<file path="config.mk">
export PLATFORM = sky130hd
export DESIGN_NAME = pcf_core
export DESIGN_NICKNAME = d
export VERILOG_FILES = /design/src/hw/pcf_pkg.sv /design/src/hw/pcf_alu_if.sv /design/src/hw/pcf_alu.sv /design/src/hw/pcf_core.sv /design/src/hw/pcf_phase_gen.sv
export VERILOG_INCLUDE_DIRS = /design/src /design/src/hw
export SDC_FILE = /design/constraint.sdc
export NUM_CORES = 1
export LEC_CHECK = 0
export ABC_AREA = 1
export BUFFER_PORTS_ARGS = -buffer_cell sky130_fd_sc_hd__buf_2
export CAP_MARGIN = 20
export CORE_MARGIN = 2
export CORE_UTILIZATION = 35
export CTS_CLUSTER_DIAMETER = 60
export DETAILED_ROUTE_END_ITERATION = 10
export PLACE_DENSITY = 0.6
export RECOVER_POWER = 100
export SLEW_MARGIN = 5
export SYNTH_ARGS = -nofsm -noshare
export SYNTH_HDL_FRONTEND = slang
export SYNTH_SLANG_ARGS = --single-unit
export TNS_END_PERCENT = 30
</file>
<file path="constraint.sdc">
create_clock -name clk -period 4.1 [get_ports clk]
set_input_delay 0.41 -clock clk [delete_from_list [all_inputs] [get_ports clk]]
set_output_delay 0.41 -clock clk [all_outputs]
set_load 0.01 [all_outputs]
</file>
<file path="src/hw/pcf_consts.svh">
`ifndef PCF_CONSTS_SVH
`define PCF_CONSTS_SVH

// Reset vector and instruction field layout
`define PCF_RESET_VECTOR 12'h000
`define PCF_OPC_MSB 13
`define PCF_OPC_LSB 10
`define PCF_IMM_MSB 7
`define PCF_IMM_LSB 0
`define PCF_PAGE_LSB 8
`define PCF_DATA_W 8

// Phase ring
`define PCF_PHASES 4
`define PCF_PH_FIRST 4'h1
`define PCF_PH_LAST 3

// Wake-up start-up wait, in system clock periods; one period per clk cycle
`define PCF_WAKE_TSYS 1024
`define PCF_TSYS_PER_CLK 1
`define PCF_WAKE_CYC (`PCF_WAKE_TSYS / `PCF_TSYS_PER_CLK)

`endif

</file>
<file path="src/hw/pcf_pkg.sv">
package pcf_pkg;

    typedef enum logic [3:0] {
        OP_NOP, OP_MOVI, OP_ADDI, OP_SUBI, OP_ANDI, OP_ORI, OP_XORI, OP_RR,
        OP_RL, OP_INC, OP_DEC, OP_CPL, OP_JMP, OP_SZ, OP_WPCL, OP_HALT
    } pcf_opc_t;

    typedef enum logic [2:0] {
        ALU_PASS, ALU_ADD, ALU_SUB, ALU_AND, ALU_OR, ALU_XOR, ALU_RR, ALU_RL
    } pcf_alu_op_t;

    typedef enum logic [1:0] {RS_RUN, RS_HALT, RS_WAKE} pcf_run_t;

endpackage : pcf_pkg

</file>
<file path="src/hw/pcf_alu_if.sv">
`timescale 1ns/10ps
`include "pcf_consts.svh"

interface pcf_alu_if;
    import pcf_pkg::*;
    pcf_alu_op_t op;
    logic [`PCF_DATA_W-1:0] a;
    logic [`PCF_DATA_W-1:0] b;
    logic cin;
    logic [`PCF_DATA_W-1:0] y;
    logic cout;
    logic zero;
    modport core (output op, a, b, cin, input y, cout, zero);
    modport alu (input op, a, b, cin, output y, cout, zero);
endinterface : pcf_alu_if

</file>
<file path="src/hw/pcf_alu.sv">
`timescale 1ns/10ps
`include "pcf_consts.svh"

module pcf_alu
    import pcf_pkg::*;
(
    // Operands and result
    pcf_alu_if.alu bus
);
    localparam int W = `PCF_DATA_W;
    logic [W:0] wide;

    always_comb begin
        wide = '0;
        unique case (bus.op)
            ALU_PASS: wide = {1'b0, bus.b};
            ALU_ADD: wide = {1'b0, bus.a} + {1'b0, bus.b} + (W+1)'(bus.cin);
            ALU_SUB: wide = {1'b0, bus.a} - {1'b0, bus.b};
            ALU_AND: wide = {1'b0, bus.a & bus.b};
            ALU_OR: wide = {1'b0, bus.a | bus.b};
            ALU_XOR: wide = {1'b0, bus.a ^ bus.b};
            ALU_RR: wide = {bus.a[0], bus.a[0], bus.a[W-1:1]};
            ALU_RL: wide = {bus.a[W-1], bus.a[W-2:0], bus.a[W-1]};
        endcase
        bus.y = wide[W-1:0];
        // Carry means no borrow on subtraction
        bus.cout = (bus.op == ALU_SUB) ? ~wide[W] : wide[W];
        bus.zero = (wide[W-1:0] == '0);
    end

endmodule : pcf_alu

</file>
<file path="src/hw/pcf_core.sv">
`timescale 1ns/10ps
`include "pcf_consts.svh"

// Behaviour
// RL1 - Four one-hot phases, one clock each
// RL2 - PC steps entering first phase, fetch there
// RL3 - Decode and execute in phases two to four
// RL4 - Four phases make one instruction cycle
// RL5 - Fetch overlaps execution, one per cycle
// RL6 - PC-changing instructions take one extra cycle
// RL7 - Branch discards the prefetched sequential instruction
// RL8 - RC mode copies first phase to pin; the pin stays low in the first cycle out of reset
// RL9 - Pin runs quarter rate, 1:3 duty
// RL10 - Wake-up waits 1024 clocks before fetching
// RL11 - Eight-bit ALU performs all operations
// RL12 - Data moves through accumulator and ALU
// RL13 - Taken skip replaces next with dummy
// RL14 - Low-byte PC write jumps within page
// RL15 - Reset restarts first phase, empty pipeline
module pcf_core
    import pcf_pkg::*;
#(
    parameter int PC_W = 12,
    parameter int IW = 14
) (
    // Clock and reset
    input wire logic clk,
    input wire logic sys_rst,
    // Mode and power
    input wire logic rc_osc_mode,
    input wire logic wake_req,
    // Program memory
    output logic [PC_W-1:0] pmem_addr,
    input wire logic [IW-1:0] pmem_data,
    // Phase clocks
    output logic [`PCF_PHASES-1:0] instr_phase_clocks,
    output logic osc_output_pin,
    // Status
    output logic [`PCF_DATA_W-1:0] acc_out,
    output logic carry_out,
    output logic halted,
    output logic wakeup_startup_wait,
    output logic retire,
    output logic flush
);
    localparam int W = `PCF_DATA_W;
    localparam int WAKE_CYC = `PCF_WAKE_CYC;
    localparam int CW = $clog2(WAKE_CYC + 1);

    // Phase ring
    logic [`PCF_PHASES-1:0] phase;
    logic enter_t1;
    logic run;

    // Run state
    pcf_run_t run_st_ff, nxt_run_st;
    logic [CW-1:0] wake_cnt_ff, nxt_wake_cnt;

    // Fetch and pipeline
    logic [PC_W-1:0] pmem_addr_ff, nxt_pmem_addr;
    logic [PC_W-1:0] pc_ff, nxt_pc;
    logic [IW-1:0] pre_ir_ff, nxt_pre_ir;
    logic pre_vld_ff, nxt_pre_vld;
    logic [IW-1:0] ir_ff, nxt_ir;
    logic ir_vld_ff, nxt_ir_vld;
    pcf_opc_t opc_ff, nxt_opc;
    logic [W-1:0] imm_ff, nxt_imm;
    logic [PC_W-1:0] tgt_ff, nxt_tgt;
    logic [W-1:0] res_ff, nxt_res;
    logic res_c_ff, nxt_res_c;
    logic res_z_ff, nxt_res_z;
    logic [W-1:0] acc_ff, nxt_acc;
    logic carry_ff, nxt_carry;
    logic osc_ff, nxt_osc;
    logic retire_ff, nxt_retire;
    logic flush_ff, nxt_flush;

    // Commit decode
    logic commit;
    logic do_jump;
    logic do_skip;
    logic do_wpcl;
    logic do_halt;
    logic wr_acc;
    logic wr_carry;

    pcf_alu_if alu_bus ();

    pcf_phase_gen u_phase (
        .clk(clk),
        .sys_rst(sys_rst),
        .run(run),
        .phase_ff(phase),
        .enter_t1(enter_t1)
    );

    pcf_alu u_alu (
        .bus(alu_bus)
    );

    assign commit = phase[`PCF_PH_LAST] && ir_vld_ff;
    assign do_jump = commit && opc_ff == OP_JMP;
    assign do_skip = commit && opc_ff == OP_SZ && res_z_ff;
    assign do_wpcl = commit && opc_ff == OP_WPCL;
    assign do_halt = commit && opc_ff == OP_HALT;
    // Halting stops the ring at this edge so no stray first phase escapes
    assign run = (run_st_ff == RS_RUN) && !do_halt;

    // ALU operand selection, everything routes via the accumulator
    always_comb begin
        alu_bus.op = ALU_PASS;
        alu_bus.a = acc_ff; // [RL12]
        alu_bus.b = imm_ff;
        alu_bus.cin = 1'b0;
        unique case (opc_ff)
            OP_ADDI: alu_bus.op = ALU_ADD;
            OP_SUBI: alu_bus.op = ALU_SUB;
            OP_ANDI: alu_bus.op = ALU_AND;
            OP_ORI: alu_bus.op = ALU_OR;
            OP_XORI: alu_bus.op = ALU_XOR;
            OP_RR: alu_bus.op = ALU_RR;
            OP_RL: alu_bus.op = ALU_RL;
            OP_INC: begin
                alu_bus.op = ALU_ADD;
                alu_bus.b = W'(1);
            end
            OP_DEC: begin
                alu_bus.op = ALU_SUB;
                alu_bus.b = W'(1);
            end
            OP_CPL: begin
                alu_bus.op = ALU_XOR;
                alu_bus.b = '1;
            end
            OP_SZ, OP_WPCL: alu_bus.b = acc_ff; // [RL11]
            default: alu_bus.op = ALU_PASS;
        endcase
    end

    always_comb begin
        wr_acc = 1'b0;
        wr_carry = 1'b0;
        unique case (opc_ff)
            OP_MOVI, OP_ANDI, OP_ORI, OP_XORI, OP_CPL: wr_acc = 1'b1;
            OP_ADDI, OP_SUBI, OP_RR, OP_RL, OP_INC, OP_DEC: begin
                wr_acc = 1'b1;
                wr_carry = 1'b1;
            end
            default: wr_acc = 1'b0;
        endcase
    end

    // Run state and wake-up wait
    always_comb begin
        nxt_run_st = run_st_ff;
        nxt_wake_cnt = wake_cnt_ff;
        unique case (run_st_ff)
            RS_RUN: begin
                if (do_halt) begin
                    nxt_run_st = RS_HALT;
                end
            end
            RS_HALT: begin
                if (wake_req) begin
                    nxt_run_st = RS_WAKE;
                    nxt_wake_cnt = CW'(WAKE_CYC - 1); // [RL10]
                end
            end
            RS_WAKE: begin
                if (wake_cnt_ff == '0) begin
                    nxt_run_st = RS_RUN; // [RL10]
                end else begin
                    nxt_wake_cnt = wake_cnt_ff - CW'(1);
                end
            end
        endcase
    end

    always_ff @(posedge clk) begin
        if (sys_rst) begin
            run_st_ff <= RS_RUN;
            wake_cnt_ff <= '0;
        end else begin
            run_st_ff <= nxt_run_st;
            wake_cnt_ff <= nxt_wake_cnt;
        end
    end

    // Fetch, decode, execute and commit
    always_comb begin
        nxt_pmem_addr = pmem_addr_ff;
        nxt_pc = pc_ff;
        nxt_pre_ir = pre_ir_ff;
        nxt_pre_vld = pre_vld_ff;
        nxt_ir = ir_ff;
        nxt_ir_vld = ir_vld_ff;
        nxt_opc = opc_ff;
        nxt_imm = imm_ff;
        nxt_tgt = tgt_ff;
        nxt_res = res_ff;
        nxt_res_c = res_c_ff;
        nxt_res_z = res_z_ff;
        nxt_acc = acc_ff;
        nxt_carry = carry_ff;
        nxt_retire = 1'b0;
        nxt_flush = 1'b0;
        nxt_osc = rc_osc_mode && enter_t1; // [RL8] [RL9]
        if (enter_t1) begin
            nxt_pmem_addr = pc_ff; // [RL2]
            nxt_pc = pc_ff + PC_W'(1); // [RL2]
        end
        if (phase[0]) begin
            // Fetch the next word while the previous one enters execution
            nxt_pre_ir = pmem_data; // [RL2] [RL5]
            nxt_pre_vld = 1'b1;
            nxt_ir = pre_ir_ff; // [RL5]
            nxt_ir_vld = pre_vld_ff;
        end
        if (phase[1]) begin
            nxt_opc = pcf_opc_t'(ir_ff[`PCF_OPC_MSB:`PCF_OPC_LSB]); // [RL3]
            nxt_imm = ir_ff[`PCF_IMM_MSB:`PCF_IMM_LSB];
            nxt_tgt = ir_ff[PC_W-1:0];
        end
        if (phase[2]) begin
            nxt_res = alu_bus.y; // [RL3] [RL11]
            nxt_res_c = alu_bus.cout;
            nxt_res_z = alu_bus.zero;
        end
        if (commit) begin
            nxt_retire = 1'b1;
            if (wr_acc) begin
                nxt_acc = res_ff; // [RL12]
            end
            if (wr_carry) begin
                nxt_carry = res_c_ff;
            end
        end
        if (do_jump) begin
            nxt_pmem_addr = tgt_ff; // [RL6] [RL7]
            nxt_pc = tgt_ff + PC_W'(1);
        end
        if (do_wpcl) begin
            nxt_pmem_addr = {pmem_addr_ff[PC_W-1:`PCF_PAGE_LSB], res_ff};
            nxt_pc = {pmem_addr_ff[PC_W-1:`PCF_PAGE_LSB], res_ff}
                     + PC_W'(1); // [RL14]
        end
        if (do_jump || do_wpcl || do_skip) begin
            // Sequential word fetched this cycle becomes a dummy cycle
            nxt_pre_vld = 1'b0; // [RL7] [RL13] [RL14]
            nxt_flush = 1'b1;
        end
    end

    always_ff @(posedge clk) begin
        if (sys_rst) begin
            pmem_addr_ff <= `PCF_RESET_VECTOR; // [RL15]
            pc_ff <= `PCF_RESET_VECTOR + PC_W'(1);
            pre_ir_ff <= '0;
            pre_vld_ff <= 1'b0; // [RL15]
            ir_ff <= '0;
            ir_vld_ff <= 1'b0;
            opc_ff <= OP_NOP;
            imm_ff <= '0;
            tgt_ff <= '0;
            res_ff <= '0;
            res_c_ff <= 1'b0;
            res_z_ff <= 1'b0;
            acc_ff <= '0;
            carry_ff <= 1'b0;
            osc_ff <= 1'b0;
            retire_ff <= 1'b0;
            flush_ff <= 1'b0;
        end else begin
            pmem_addr_ff <= nxt_pmem_addr;
            pc_ff <= nxt_pc;
            pre_ir_ff <= nxt_pre_ir;
            pre_vld_ff <= nxt_pre_vld;
            ir_ff <= nxt_ir;
            ir_vld_ff <= nxt_ir_vld;
            opc_ff <= nxt_opc;
            imm_ff <= nxt_imm;
            tgt_ff <= nxt_tgt;
            res_ff <= nxt_res;
            res_c_ff <= nxt_res_c;
            res_z_ff <= nxt_res_z;
            acc_ff <= nxt_acc;
            carry_ff <= nxt_carry;
            osc_ff <= nxt_osc;
            retire_ff <= nxt_retire;
            flush_ff <= nxt_flush;
        end
    end

    assign pmem_addr = pmem_addr_ff;
    assign instr_phase_clocks = phase;
    assign osc_output_pin = osc_ff;
    assign acc_out = acc_ff;
    assign carry_out = carry_ff;
    assign halted = (run_st_ff == RS_HALT);
    assign wakeup_startup_wait = (run_st_ff == RS_WAKE);
    assign retire = retire_ff;
    assign flush = flush_ff;

    property p_pc_step;
        @(posedge clk) disable iff (sys_rst)
        (phase[`PCF_PH_LAST] && run && !do_jump && !do_wpcl)
        |=> pmem_addr_ff == $past(pc_ff) && pc_ff == $past(pc_ff) + 1'b1;
    endproperty
    a_pc_step: assert property (p_pc_step) // [RL2]
        else $error("Program counter did not step into first phase");

    property p_decode_t2;
        @(posedge clk) disable iff (sys_rst)
        phase[1] |=> opc_ff == $past(ir_ff[`PCF_OPC_MSB:`PCF_OPC_LSB]);
    endproperty
    a_decode_t2: assert property (p_decode_t2) // [RL3]
        else $error("Decode not taken in second phase");

    property p_branch_extra;
        @(posedge clk) disable iff (sys_rst)
        (do_jump && run) |=> (flush_ff && retire_ff) ##4 !retire_ff;
    endproperty
    a_branch_extra: assert property (p_branch_extra) // [RL6]
        else $error("Branch did not cost one dummy cycle");

    property p_jump_target;
        @(posedge clk) disable iff (sys_rst)
        do_jump |=> pmem_addr_ff == $past(tgt_ff) && !pre_vld_ff;
    endproperty
    a_jump_target: assert property (p_jump_target) // [RL7]
        else $error("Jump target not fetched or prefetch kept");

    property p_osc_duty;
        @(posedge clk) disable iff (sys_rst)
        $rose(osc_ff) |-> phase[0] ##1 !osc_ff[*3];
    endproperty
    a_osc_duty: assert property (p_osc_duty) // [RL9]
        else $error("Phase pin duty is not 1:3");

    property p_osc_mode;
        @(posedge clk) disable iff (sys_rst)
        osc_ff |-> $past(rc_osc_mode);
    endproperty
    a_osc_mode: assert property (p_osc_mode) // [RL8]
        else $error("Phase pin driven outside RC mode");

    property p_wake_wait;
        @(posedge clk) disable iff (sys_rst)
        (run_st_ff == RS_HALT && wake_req)
        |=> wake_cnt_ff == CW'(WAKE_CYC - 1) && phase == '0;
    endproperty
    a_wake_wait: assert property (p_wake_wait) // [RL10]
        else $error("Start-up wait not loaded on wake");

    property p_wake_end;
        @(posedge clk) disable iff (sys_rst)
        (run_st_ff == RS_WAKE && wake_cnt_ff == '0) |=> ##1 phase[0];
    endproperty
    a_wake_end: assert property (p_wake_end) // [RL10]
        else $error("Fetch did not resume after start-up wait");

    property p_alu_add;
        @(posedge clk) disable iff (sys_rst)
        (phase[2] && alu_bus.op == ALU_ADD)
        |=> res_ff == W'($past(alu_bus.a) + $past(alu_bus.b));
    endproperty
    a_alu_add: assert property (p_alu_add) // [RL11]
        else $error("Eight-bit add result wrong");

    property p_skip_dummy;
        @(posedge clk) disable iff (sys_rst)
        (do_skip && run) |=> flush_ff ##4 !retire_ff;
    endproperty
    a_skip_dummy: assert property (p_skip_dummy) // [RL13]
        else $error("Taken skip did not insert a dummy cycle");

    property p_wpcl_page;
        @(posedge clk) disable iff (sys_rst)
        do_wpcl |=> pmem_addr_ff[W-1:0] == $past(acc_ff)
            && pmem_addr_ff[PC_W-1:W] == $past(pmem_addr_ff[PC_W-1:W]);
    endproperty
    a_wpcl_page: assert property (p_wpcl_page) // [RL14]
        else $error("Low-byte write left the page");

    property p_reset_start;
        @(posedge clk) $past(sys_rst) && !sys_rst
        |-> phase == `PCF_PH_FIRST && pmem_addr_ff == `PCF_RESET_VECTOR
            && !pre_vld_ff && !ir_vld_ff;
    endproperty
    a_reset_start: assert property (p_reset_start) // [RL15]
        else $error("Reset did not restart the pipeline");

endmodule : pcf_core

</file>
<file path="src/hw/pcf_phase_gen.sv">
`timescale 1ns/10ps
`include "pcf_consts.svh"

module pcf_phase_gen (
    // Clock and reset
    input wire logic clk,
    input wire logic sys_rst,
    // Control
    input wire logic run,
    // Phases
    output logic [`PCF_PHASES-1:0] phase_ff,
    output logic enter_t1
);
    logic [`PCF_PHASES-1:0] nxt_phase;

    // A stopped ring shows no phase and restarts at the first one
    assign enter_t1 = run && (phase_ff[`PCF_PH_LAST] || phase_ff == '0);

    always_comb begin
        nxt_phase = '0;
        if (enter_t1) begin
            nxt_phase = `PCF_PH_FIRST; // [RL1]
        end else if (run) begin
            nxt_phase = phase_ff << 1; // [RL1]
        end
    end

    always_ff @(posedge clk) begin
        if (sys_rst) begin
            phase_ff <= `PCF_PH_FIRST; // [RL15]
        end else begin
            phase_ff <= nxt_phase;
        end
    end

    // A ring restarting from idle shows no phase for that one clock
    property p_phase_onehot;
        @(posedge clk) disable iff (sys_rst)
        (run && phase_ff != '0) |-> $onehot(phase_ff);
    endproperty
    a_phase_onehot: assert property (p_phase_onehot) // [RL1]
        else $error("Phase ring not one-hot while running");

    property p_phase_idle;
        @(posedge clk) disable iff (sys_rst) !run |=> phase_ff == '0;
    endproperty
    a_phase_idle: assert property (p_phase_idle) // [RL1]
        else $error("Phase ring kept running while stopped");

    property p_cycle_four;
        @(posedge clk) disable iff (sys_rst)
        (phase_ff[0] && run) ##1 run[*3] |=> phase_ff[0];
    endproperty
    a_cycle_four: assert property (p_cycle_four) // [RL4]
        else $error("Instruction cycle is not four clocks");

endmodule : pcf_phase_gen

</file>
Word level (Yosys, flattened, before mapping)
Cells that the tools add are included.

$add $sub $neg: 6. Eq/ne operators: 28. Muxes and demuxes: 21. Bitwise gates (word level): 6. Reduce and logical (&&, ||, !) cells: 36.

Operators by type and width (count): case mux 9 bit (8 select lines) (1); two-way mux 12 bit (5); adder 12 x 1 -> 12 bit (second input constant) (3); == test 4 bit (second input constant) (8); case mux 8 bit (3 select lines) (1); two-way mux 11 bit (2); case mux 11 bit (2 select lines) (1); case mux 3 bit (7 select lines) (1); == test 4 x 3 -> 1 bit (second input constant) (4); OR reduction 2 bit (7); == test 3 bit (second input constant) (4); logical NOT 11 bit (1); OR reduction 11 bit (1); subtractor 11 x 1 -> 11 bit (second input constant) (1); adder 8 x 8 -> 9 bit (1); logical AND 1 bit (9); subtractor 8 x 8 -> 9 bit (1); bitwise AND 8 bit (1); == test 4 x 2 -> 1 bit (second input constant) (2); logical NOT 8 bit (1); two-way mux 8 bit (1); OR 8 bit (1); bitwise XOR 8 bit (1); == test 3 x 2 -> 1 bit (second input constant) (2); other kinds (21) (37).

Register bits: 117. Bits of input ports: 18. Output and inout port bits: 30. Word-level logic and storage cells: 119.

Logic depth before layout (Yosys ltp)
Gate-level depths: netlist (run 1).

Depth after elaboration: 8. Depth in mapped cells: 26. Gate-level depth less buffers: 25.

By module
Synthesis (run 1) repeated with hierarchy kept, for this count alone.

Cell total of the unflattened synthesis: 982. Area, all modules: 6605.1 µm².

By module, submodules not included: pcf_core (instances 1, cells an instance 655, area each 4804.6 µm², seq. area each 2062.0 µm²); pcf_alu (instances 1, cells an instance 305, area each 1644.1 µm², seq. area each 0.0 µm²); pcf_phase_gen (instances 1, cells an instance 22, area each 156.4 µm², seq. area each 80.1 µm²).

Worst setup path after synthesis (run 1)
No wires, ideal clock.

Path type: reg2reg. Start point: reg opc_ff[3]. End point: reg res_z_ff. Library setup time: 0.070 ns. Data arrival time: 3.152 ns. Required time: 4.030 ns. Slack: 0.878 ns. Stages on the path, launching flop included: 27. Path buffers: 2. Clock period less this slack: 3.222 ns. Cells stage by stage: dfxtp_1 buf_4 inv_1 nor2_1 nand2_2 buf_4 o21ai_0 inv_1 o21ai_2 inv_2 ha_1 inv_1 o21ai_0 inv_1 ha_1 nand2_1 o21ai_0 nand3_1 nand2_1 nand2_1 nand3_1 nand3_1 nor2_1 nand2_1 nor2_1 nand3_1 a21oi_1.

Cells in the longest elaborated chain, start to end: 6. Elaborated cells between the ends (all ways): 34. Those cells by class: add/sub: 2; eq/ne: 19; mux: 3; bitwise: 3; reduce/logical: 7.

RTL lines: start, declared (line pcf_core.sv:66) `pcf_opc_t opc_ff, nxt_opc;`; start signal, assigned (line pcf_core.sv:280) `opc_ff <= nxt_opc;`; == test 4 bit, or another cell as far along (line pcf_core.sv:115) `unique case (opc_ff)`; OR reduction 2 bit (on tied branches); case mux 8 bit (3 select lines) or case mux 3 bit (7 select lines) (tied branches) (line pcf_core.sv:115); subtractor 8 x 8 -> 9 bit, or another cell as far along (line pcf_alu.sv:18) `ALU_SUB: wide = {1'b0, bus.a} - {1'b0, bus.b};`; case mux 9 bit (8 select lines) (*) (line pcf_alu.sv:15) `unique case (bus.op)`; logical NOT 8 bit (*) (line pcf_alu.sv:28) `bus.zero = (wide[W-1:0] == '0);`; end signal, assigned (line pcf_core.sv:285) `res_z_ff <= nxt_res_z;`; end, declared (line pcf_core.sv:71) `logic res_z_ff, nxt_res_z;`.

Mark *: on every way between the ends. The rest lies on a longest branch, timed or not. A chain may end at the register's enable or synchronous reset.

Worst setup path after layout (run 1)
Ends and elaborated chain as after synthesis.

==> results of run 1 <==
-- sequential cells by signal, summed over array words and instances (netlist names), 2 cells and up --
| register | flops |
|---|---|
| acc_out | 8 |
| imm_ff | 7 |
| ir_ff | 14 |
| opc_ff | 4 |
| pc_ff | 12 |
| pmem_addr | 12 |
| pre_ir_ff | 14 |
| res_ff | 8 |
| run_st_ff | 2 |
| tgt_ff | 3 |
| u_phase.phase_ff | 4 |
| wake_cnt_ff | 11 |
-- cells in the mapped netlist (2+ instances only) --
cell	n	area [sq um]
nand3_1	39	195
o21bai_1	2	15.0
nand3_2	2	20.0
o211ai_2	2	25.0
dfxtp_1	107	2140
o21ai_0	104	521
o21ai_2	3	26.3
nor2_1	129	484
xor2_1	10	87.6
ha_1	29	363
nand2_4	2	22.5
o211ai_1	9	67.6
o2111ai_1	3	26.3
inv_2	12	45.0
a21oi_1	54	270
buf_4	2	15.0
nand2_2	9	56.3
nand2_1	122	458
nand4_1	8	50.1
inv_1	90	338
o21ai_1	8	40.0
clkbuf_1	22	82.6
o22ai_1	6	37.5
nor3_1	6	30.0
o221ai_1	2	17.5
o32ai_1	2	17.5
a31oi_1	10	62.6
a211oi_1	4	30.0
xnor2_1	4	35.0
or2_2	6	37.5
o221ai_2	2	30.0
-- layout make-up --
cell class	count	area share, %
multi-input cells	592	48.6
repair buffers	54	3.72
well taps	220	4.24
flip-flops and latches	107	33.0
inverters	104	6.05
clock buffers	11	3.58
clock inverters	4	0.790
-- stage by stage --
step	hold WS, ns	power [uW]	area [sq um]	worst slack [ns]
3_3_place_gp	0.447	3530	6280	0.481
6_report	0.262	4360	6490	0.405
4_1_cts	0.247	4400	6570	0.388
2_1_floorplan	0.432	3020	5830	0.878
5_1_grt	0.279	4760	6490	0.0472
3_5_place_dp	0.454	3530	6280	0.401
-- worst paths after layout --
path / start / endpoint / slack, ns / cells after the start
min reg2reg: wake_cnt_ff[0] / wake_cnt_ff[0] / 0.46 / 1
max reg2reg: opc_ff[3] / res_z_ff / 0.41 / 22
max: opc_ff[3] / res_z_ff / 0.41 / 22
min: rc_osc_mode / osc_output_pin / 0.26 / 3
-- logic make-up (layout without fill, tap and decap cells) --
kind of cell,count (synthesis),after routing,synth area share (%)
buffers and inverters,130,173,8.57
flip-flops,107,107,36.8
adder cells (fa/ha/maj),30,30,6.57
AND/OR/NAND/NOR,332,332,24.8
XOR/XNOR,14,14,2.10
AO/OA/AOI/OAI,216,216,21.2
-- worst reg2reg max path: stages, from the launching register on --
cell and delay, ns:
dfxtp_1 0.50, inv_1 0.14, nor2_1 0.21, nand2_2 0.19
o21ai_0 0.12, inv_1 0.07, o21ai_2 0.11, inv_2 0.09
ha_1 0.29, inv_1 0.03, o21ai_0 0.29, fa_1 0.28
inv_1 0.07, nand3_1 0.07, nand2_1 0.08, or2_2 0.28
nand3_1 0.09, nand3_1 0.09, a21oi_1 0.23, nand2_1 0.08
nor2_1 0.11, nand3_1 0.08, a21oi_1 0.12
-- timing repair --
action / in CTS / in global routing
resized for setup: 0 / 1
hold endpoints to repair: 0 / 0
endpoints found under the setup margin: 0 / 1
hold buffers: 0 / 0
-- layer usage --
layer | GRT usage, % | wire length (microns)
met2 | 29.5 | 7210
met1 | 25.5 | 7730
met3 | 3.30 | 848
met4 | 6.39 | 337
met5 | 0 | 0
-- power breakdown --
part | total (uW) | leakage, uW | internal, uW | switching [uW]
sequential | 1460 | 0.000877 | 1290 | 167
combinational | 2040 | 0.00181 | 711 | 1330
clock | 865 | 0.000136 | 472 | 393
total | 4360 | 0.00283 | 2470 | 1890
==> results_dict.tcl, run 1 <==
set metrics [dict create \
    outcome "finished, final reports clean" \
    die_w_microns 133 \
    ant_nets 0 \
    first_iter_violations 449 \
    hpwl_microns 11700 \
    syn_avg_cell_area_sq_um 7.03 \
    slew_viol_final 0 \
    drive_gt1_share_pct 8.37 \
    core_region_area_sq_um 16400 \
    hold_path_class "input pin to register" \
    cp_num_buf_inv 5 \
    grt_max_degree 42 \
    ys_types 50 \
    cts_buffers 9 \
    die_area_sq_um 17700 \
    clkLatencyLatePin_ns 0.36 \
    worst_pin_slew_ns 1.30 \
    place_congestion 0.953 \
    cp.arrival_ns 3.98 \
    timing.fmax_mhz 271 \
    dp.cells 1077 \
    fillers 1812 \
    multi_input_area_sq_um 3160 \
    critPathRequiredTime_ns 4.39 \
    wl_per_cell_microns 14.8 \
    n_antenna_cell 0 \
    grt_pass1_vias 5151 \
    grt_overflow 0 \
    pwr_density_cell_nw_per_um2 672 \
    layout_commonest_cell "nor2_1" \
    grt.total_usage_pct 18.6 \
    io_pins 48 \
    synth_cells 829 \
    finalSetupViolations 0 \
    fp.dieH_microns 133 \
    via_per_inst 4.99 \
    antenna_found_initial 0 \
    fin_crit_sh_pct 90.1 \
    rsz0062_at_grt "false" \
    crit_chain "inv_1 > nor2_1 > nand2_2 > o21ai_0 > inv_1 > o21ai_2 > inv_2 > ha_1 > inv_1 > o21ai_0 > fa_1 > inv_1 > nand3_1 > nand2_1 > or2_2 > nand3_1 > nand3_1 > a21oi_1 > nand2_1 > nor2_1 > nand3_1 > a21oi_1" \
    cts_buffer_depth 2 \
    start_util_pct 35.5 \
    hold_viol 0 \
    cts_tree "yes" \
    tns_ns 0 \
    cap_viol_max_count 0 \
    slowest_delay_ns 0.50 \
    wl_microns 16100 \
    cts_root_buf "clkbuf_16" \
    critical_path_class "register to register" \
    synth_async_sr_flop_share_pct 0 \
    via_count 5454 \
    fin_cells 1092 \
    row_count 47 \
    syn_nets 877 \
    post-cts-setup-buffers 0 \
    clock-sinks 107 \
    path_max_fanout 12 \
    ys_ff_latch 107 \
    drc 0 \
    period_minus_slack_ns 3.69 \
    ys_seq_area_share_pct 36.8 \
    slowest_stage "dfxtp_1" \
    critPathTopFamily "simple AND/OR/NAND/NOR gates" \
    regArea_sq_um 2140 \
    power.leakage_uw 0.00283 \
    ir_worst_vdd_mv 0.288 \
    nets 916 \
    cts.clk_slew.worst_paths_ns 0.07 \
    h-tree-depth 3 \
    final_cell_mix "131 x nor2_1, 124 x nand2_1, 107 x dfxtp_1" \
    grt_pass1_wl_microns 26200 \
    synth_edf_count 0 \
    fin_util_pct 39.6 \
    worstSetupStartpointType "register" \
    synth_area_sq_um 5830 \
    drtPass1Iterations 5 \
    port_buffers 47 \
    synth_flop_cell "dfxtp_1" \
    maxSlewHeadroom_pct 13.0 \
    ys_warn_count 0 \
    skew_ns 0.00944 \
    worstSetupEndpointType "register" \
    syn2layout_area_growth_pct 11.4 \
]
(Power assumes the default switching activity.)
==> inputs of run 2 (changes only) <==
Settings changed: PLACE_DENSITY 0.6 to 0.62.
Clock period 4.1 ns to 3 ns, I/O delays scaled along.
==> run 2 against run 1 <==
- the flow now finishes with violations (negative setup slack)
- die area unchanged
- sequential power up 36%
- count of clock-buffer cells in the layout down 1
- critical path depth up 1
- non-clock buffer count up 82
- routed wire length up 4.5%
- global-route usage up 0.73 points
- flip-flop and latch count unchanged
- final area up 14%
- worst hold slack worse by 0.11 ns
- largest cell class unchanged
- highest routed layer unchanged
==> results_dict.tcl, run 2 (synthesis gave the netlist of run 1 again) <==
set metrics [dict create \
    outcome "complete, but fails checks" \
    violations "negative setup slack" \
    timing.fmax_mhz 318 \
    clock-sinks 107 \
    power_switching_uw 2990 \
    switching_share_pct 43.1 \
    p_int_uw 3950 \
    largestRegisters "ir_ff x14, pre_ir_ff x14" \
    grt_pass1_vias 5481 \
    p_clk_share_pct 16.3 \
    grt_max_degree 47 \
    post-place-ws_ns -0.308 \
    regArea_sq_um 2150 \
    hpwl_microns 12200 \
    grt_pass1_wl_microns 27600 \
    maxSlewHeadroom_pct 21.2 \
    fp.dieH_microns 133 \
    skew_ns 0.0127 \
    die_area_sq_um 17700 \
    critical_path_class "register to register" \
    seq_power_share_pct 28.7 \
    worstSetupStartpointType "register" \
    path_max_fanout 4 \
    fillers 1698 \
    worstSetupEndpointType "register" \
    io_pins 48 \
    via_count 5863 \
    rsz0062_at_grt "true" \
    antenna_found_initial 0 \
    grt.total_usage_pct 19.3 \
    cts.clk_slew.worst_paths_ns 0.07 \
    finalSetupViolations 6 \
    clkLatencyLatePin_ns 0.36 \
    pwr_density_cell_nw_per_um2 936 \
    cp.arrival_ns 3.44 \
    first_iter_violations 356 \
    cts_tree "yes" \
    n_antenna_cell 0 \
    fin_cells 1175 \
    port_buffers 47 \
    wl_per_cell_microns 14.3 \
    h-tree-depth 3 \
    hold_path_class "input pin to register" \
    ir_worst_vdd_mv 0.517 \
    dp.cells 1143 \
    core_region_area_sq_um 16400 \
    p_comb_share_pct 55.0 \
    cap_viol_max_count 0 \
    slew_viol_final 0 \
    power.leakage_uw 0.00328 \
    cts_buffers 9 \
    layout_setup_ws_ns -0.144 \
    ant_nets 0 \
    critPathRequiredTime_ns 3.30 \
    multi_input_area_sq_um 3420 \
    syn2layout_area_growth_pct 27.2 \
    place_congestion 0.914 \
    cts_buffer_depth 2 \
    row_count 47 \
    final_cell_mix "126 x nor2_1, 117 x nand2_1, 103 x dfxtp_1" \
    nets 998 \
    drtPass1Iterations 5 \
    grt_overflow 0 \
    drc 0 \
    die_w_microns 133 \
    hold_viol 0 \
    layout_commonest_cell "nor2_1" \
    fin_crit_sh_pct 105 \
    start_util_pct 35.5 \
    via_per_inst 4.99 \
    period_minus_slack_ns 3.14 \
    drive_gt1_share_pct 21.9 \
    wl_microns 16800 \
    cts_root_buf "clkbuf_16" \
    worst_pin_slew_ns 1.18 \
]
==> run 2: final cells by class <==
type | instances | area share [%]
Clock buffer | 10 | 3.09
Tap cell | 220 | 3.71
Clock inverter | 6 | 0.658
Timing Repair Buffer | 136 | 11.8
Multi-Input combinational cell | 592 | 46.2
Sequential cell | 107 | 29.1
Inverter | 104 | 5.50
==> run 2: timing repair <==
action	CTS	global route
setup buffers	11	5
setup endpoints to repair	7	7
resized for setup	43	15
pin swaps	32	27
hold buffers	0	0
==> run 2: worst paths after layout <==
check                  from             end  slack (ns)  cells after the start
min reg2reg  wake_cnt_ff[0]  wake_cnt_ff[0]        0.46                      1
max reg2reg       opc_ff[1]        res_z_ff       -0.14                     23
min             rc_osc_mode  osc_output_pin        0.15                      3
max               opc_ff[1]        res_z_ff       -0.14                     23
==> run 2: metrics by stage <==
step | hold slack (ns) | total power (uW) | instance area [sq um] | utilization [%] | setup TNS, ns
3_3_place_gp | 0.446 | 5240 | 6830 | 41.6 | -0.981
2_1_floorplan | 0.412 | 4170 | 5880 | - | 0
5_1_grt | 0.168 | 7480 | 7410 | 45.2 | -2.08
6_report | 0.155 | 6940 | 7410 | 45.2 | -0.491
3_5_place_dp | 0.449 | 5280 | 6830 | 41.6 | -1.16
4_1_cts | 0.149 | 6730 | 7380 | 45.0 | -0.220
==> run 2: worst max-delay path, stage by stage, from the launching register on <==
cell and delay [ns]:
dfxtp_4 0.38, inv_4 0.09, nand2_4 0.05, nand2_4 0.07, nand2_1 0.05, o21ai_1 0.10
inv_1 0.07, o21ai_4 0.07, inv_2 0.07, ha_4 0.16, buf_4 0.13, nor2_2 0.13
xnor2_1 0.09, ha_1 0.36, a21oi_2 0.19, o21ai_2 0.11, or2_2 0.28, nand3_1 0.07
nand2_1 0.05, nor2_1 0.13, nand3_1 0.09, nor2_1 0.12, nand3_1 0.09, a21oi_1 0.12
==> run 2: per-layer routing <==
metal	up-vias	wire length [microns]	GRT usage (%)
met1	2683	7880	26.1
met2	145	7740	30.8
li1	2994	-	-
met3	41	753	2.91
met4	0	465	8.30
met5	-	0	0
==> run 2: power groups by stage <==
stage                     sequential, uW  clock, uW  combinational, uW
final                               1990       1130               3820
after global routing                2030       1210               4230
after CTS                           1980       1150               3590
after detailed placement            2000          0               3280
after global placement              1990          0               3250
after floorplan                     1980          0               2190
==> inputs of run 3 (changes only) <==
Settings changed: CORE_ASPECT_RATIO set to 1.2, CTS_CLUSTER_SIZE set to 20.
==> run 3 against run 2 <==
- the flow still finishes with violations (negative setup slack)
- flip-flop and latch count stayed put
- global-route usage is 0.34 points lower
- combinational power fell by 2%
- setup slack better by 0.012 ns
- largest cell class unchanged
- highest routed layer unchanged
==> results_dict.tcl, run 3 (synthesis gave the netlist of run 1 again) <==
set metrics [dict create \
    outcome "complete, but fails checks" \
    violations "negative setup slack" \
    hold_viol 0 \
    via_count 5757 \
    cts_buffer_depth 2 \
    first_iter_violations 308 \
    critical_path_class "register to register" \
    r2r-end "res_ff[4]" \
    die_w_microns 122 \
    p_comb_share_pct 54.5 \
    cts_tree "yes" \
    hpwl_microns 12300 \
    layout_commonest_cell "nor2_1" \
    power.leakage_uw 0.00334 \
    slew_viol_final 0 \
    timing.fmax_mhz 319 \
    rr_worst_depth 21 \
    post-place-ws_ns -0.427 \
    syn2layout_area_growth_pct 27.9 \
    dp.cells 1140 \
    drtPass1Iterations 7 \
    final_area_sq_um 7450 \
    placed_area_sq_um 6850 \
    start_util_pct 35.8 \
    drc 0 \
    core_region_area_sq_um 16300 \
    min-delay-start "rc_osc_mode" \
    rrSetupSlack_ns -0.13 \
    p_int_uw 3950 \
    ant_nets 0 \
    fin_cells 1171 \
    layout_setup_ws_ns -0.132 \
    whs_endpoint "osc_output_pin" \
    period_minus_slack_ns 3.13 \
    largestRegisters "ir_ff x14, pre_ir_ff x14" \
    maxSlewHeadroom_pct 25.1 \
    row_count 51 \
    via_per_inst 4.92 \
    finalSetupViolations 4 \
    critPathRequiredTime_ns 3.25 \
    drive_gt1_share_pct 23.4 \
    route.met2.wl_microns 8030 \
    place_congestion 1.00 \
    die_area_sq_um 17700 \
    pwr_density_cell_nw_per_um2 924 \
    final_cell_mix "125 x nor2_1, 115 x nand2_1, 103 x dfxtp_1" \
    cts_root_buf "clkbuf_16" \
    cp.arrival_ns 3.38 \
    timing.hold.ws_ns 0.159 \
    nets 1002 \
    fin_crit_sh_pct 104 \
    regArea_sq_um 2160 \
    clkLatencyLatePin_ns 0.36 \
    worstSetupStartpointType "register" \
    grt_overflow 0 \
    power_uw 6880 \
    reg2reg_from "opc_ff[3]" \
    skew_ns 0.00903 \
    grt_pass1_wl_microns 27400 \
    wl_per_cell_microns 14.2 \
    grt_pass1_vias 5603 \
    cts.clk_slew.worst_paths_ns 0.08 \
    worst_pin_slew_ns 1.12 \
    cts_buffers 9 \
    ir_worst_vdd_mv 0.616 \
    n_antenna_cell 0 \
    wl_met1_microns 7500 \
    io_pins 48 \
    cap_viol_max_count 0 \
    power_switching_uw 2930 \
    grt_max_degree 44 \
    clock-sinks 107 \
    port_buffers 47 \
    hold_path_class "input pin to register" \
    h-tree-depth 3 \
    path_max_fanout 4 \
    fp.dieH_microns 145 \
    top_layer "met4" \
    critical_path.startpoint "opc_ff[3]" \
    rsz0062_at_grt "true" \
    switching_share_pct 42.6 \
    worstSetupEndpointType "register" \
    wl_microns 16600 \
    fillers 1689 \
    seq_power_share_pct 29.0 \
    dr_wl_met3_microns 482 \
    p_clk_share_pct 16.5 \
    hold_depth 3 \
    multi_input_area_sq_um 3430 \
    ctsHoldBuffers 0 \
    grt.total_usage_pct 19.0 \
    antenna_found_initial 0 \
]
run 3: area by class of cell:
type	instances	share of cell area [%]
Tap cell	212	3.56
Clock inverter	7	0.789
Clock buffer	9	3.02
Inverter	104	5.47
Sequential cell	107	28.9
Multi-Input combinational cell	592	46.0
Timing Repair Buffer	140	12.2
run 3: power groups by stage:
stage / sequential, uW / combinational (uW) / clock (uW)
2_1_floorplan: 1980 / 2190 / 0
6_report: 1990 / 3750 / 1140
3_3_place_gp: 2000 / 3300 / 0
5_1_grt: 2040 / 4210 / 1230
4_1_cts: 1980 / 3560 / 1160
3_5_place_dp: 2000 / 3320 / 0
run 3: how the worst max path moves through the flow:
stage	end	cells after the start	slack, ns
final	res_ff[4]	21	-0.13
after global routing	res_z_ff	21	-0.36
after CTS	res_z_ff	21	-0.1
after detailed placement	res_z_ff	21	-0.43
after global placement	res_z_ff	21	-0.48
after floorplan	res_z_ff	23	0.002
run 3: per-stage QoR:
stage,util [%],setup TNS (ns)
floorplan,-,0
global placement,42.1,-1.96
detailed placement,42.1,-1.58
CTS,45.1,-0.209
global route,45.8,-2.52
finish,45.8,-0.307
run 3: routing by layer:
metal / GRT usage [%] / vias up
met2: 32.7 / 102
met5: 0 / -
met4: 7.53 / 0
met1: 23.8 / 2623
met3: 2.55 / 36
li1: - / 2996
run 3: timing repair:
item	in CTS	in global routing
setup endpoints to repair	8	8
pin swaps	17	27
resized for setup	32	32
setup buffers	8	7
run 3: critical path, cell delays in order (launching register included):
cell and delay, ns:
dfxtp_4 0.40, nand2_4 0.07, inv_4 0.06, buf_6 0.10, nand4_1 0.16, o21ai_4 0.15, buf_12 0.16, inv_6 0.03
o31ai_4 0.21, a31oi_1 0.11, ha_1 0.33, a21oi_2 0.17, nand2_1 0.10, or2_2 0.28, nand3_1 0.07, nand3_1 0.09
a21oi_2 0.15, buf_4 0.13, buf_4 0.09, nand2_1 0.04, o211ai_1 0.08, inv_1 0.05
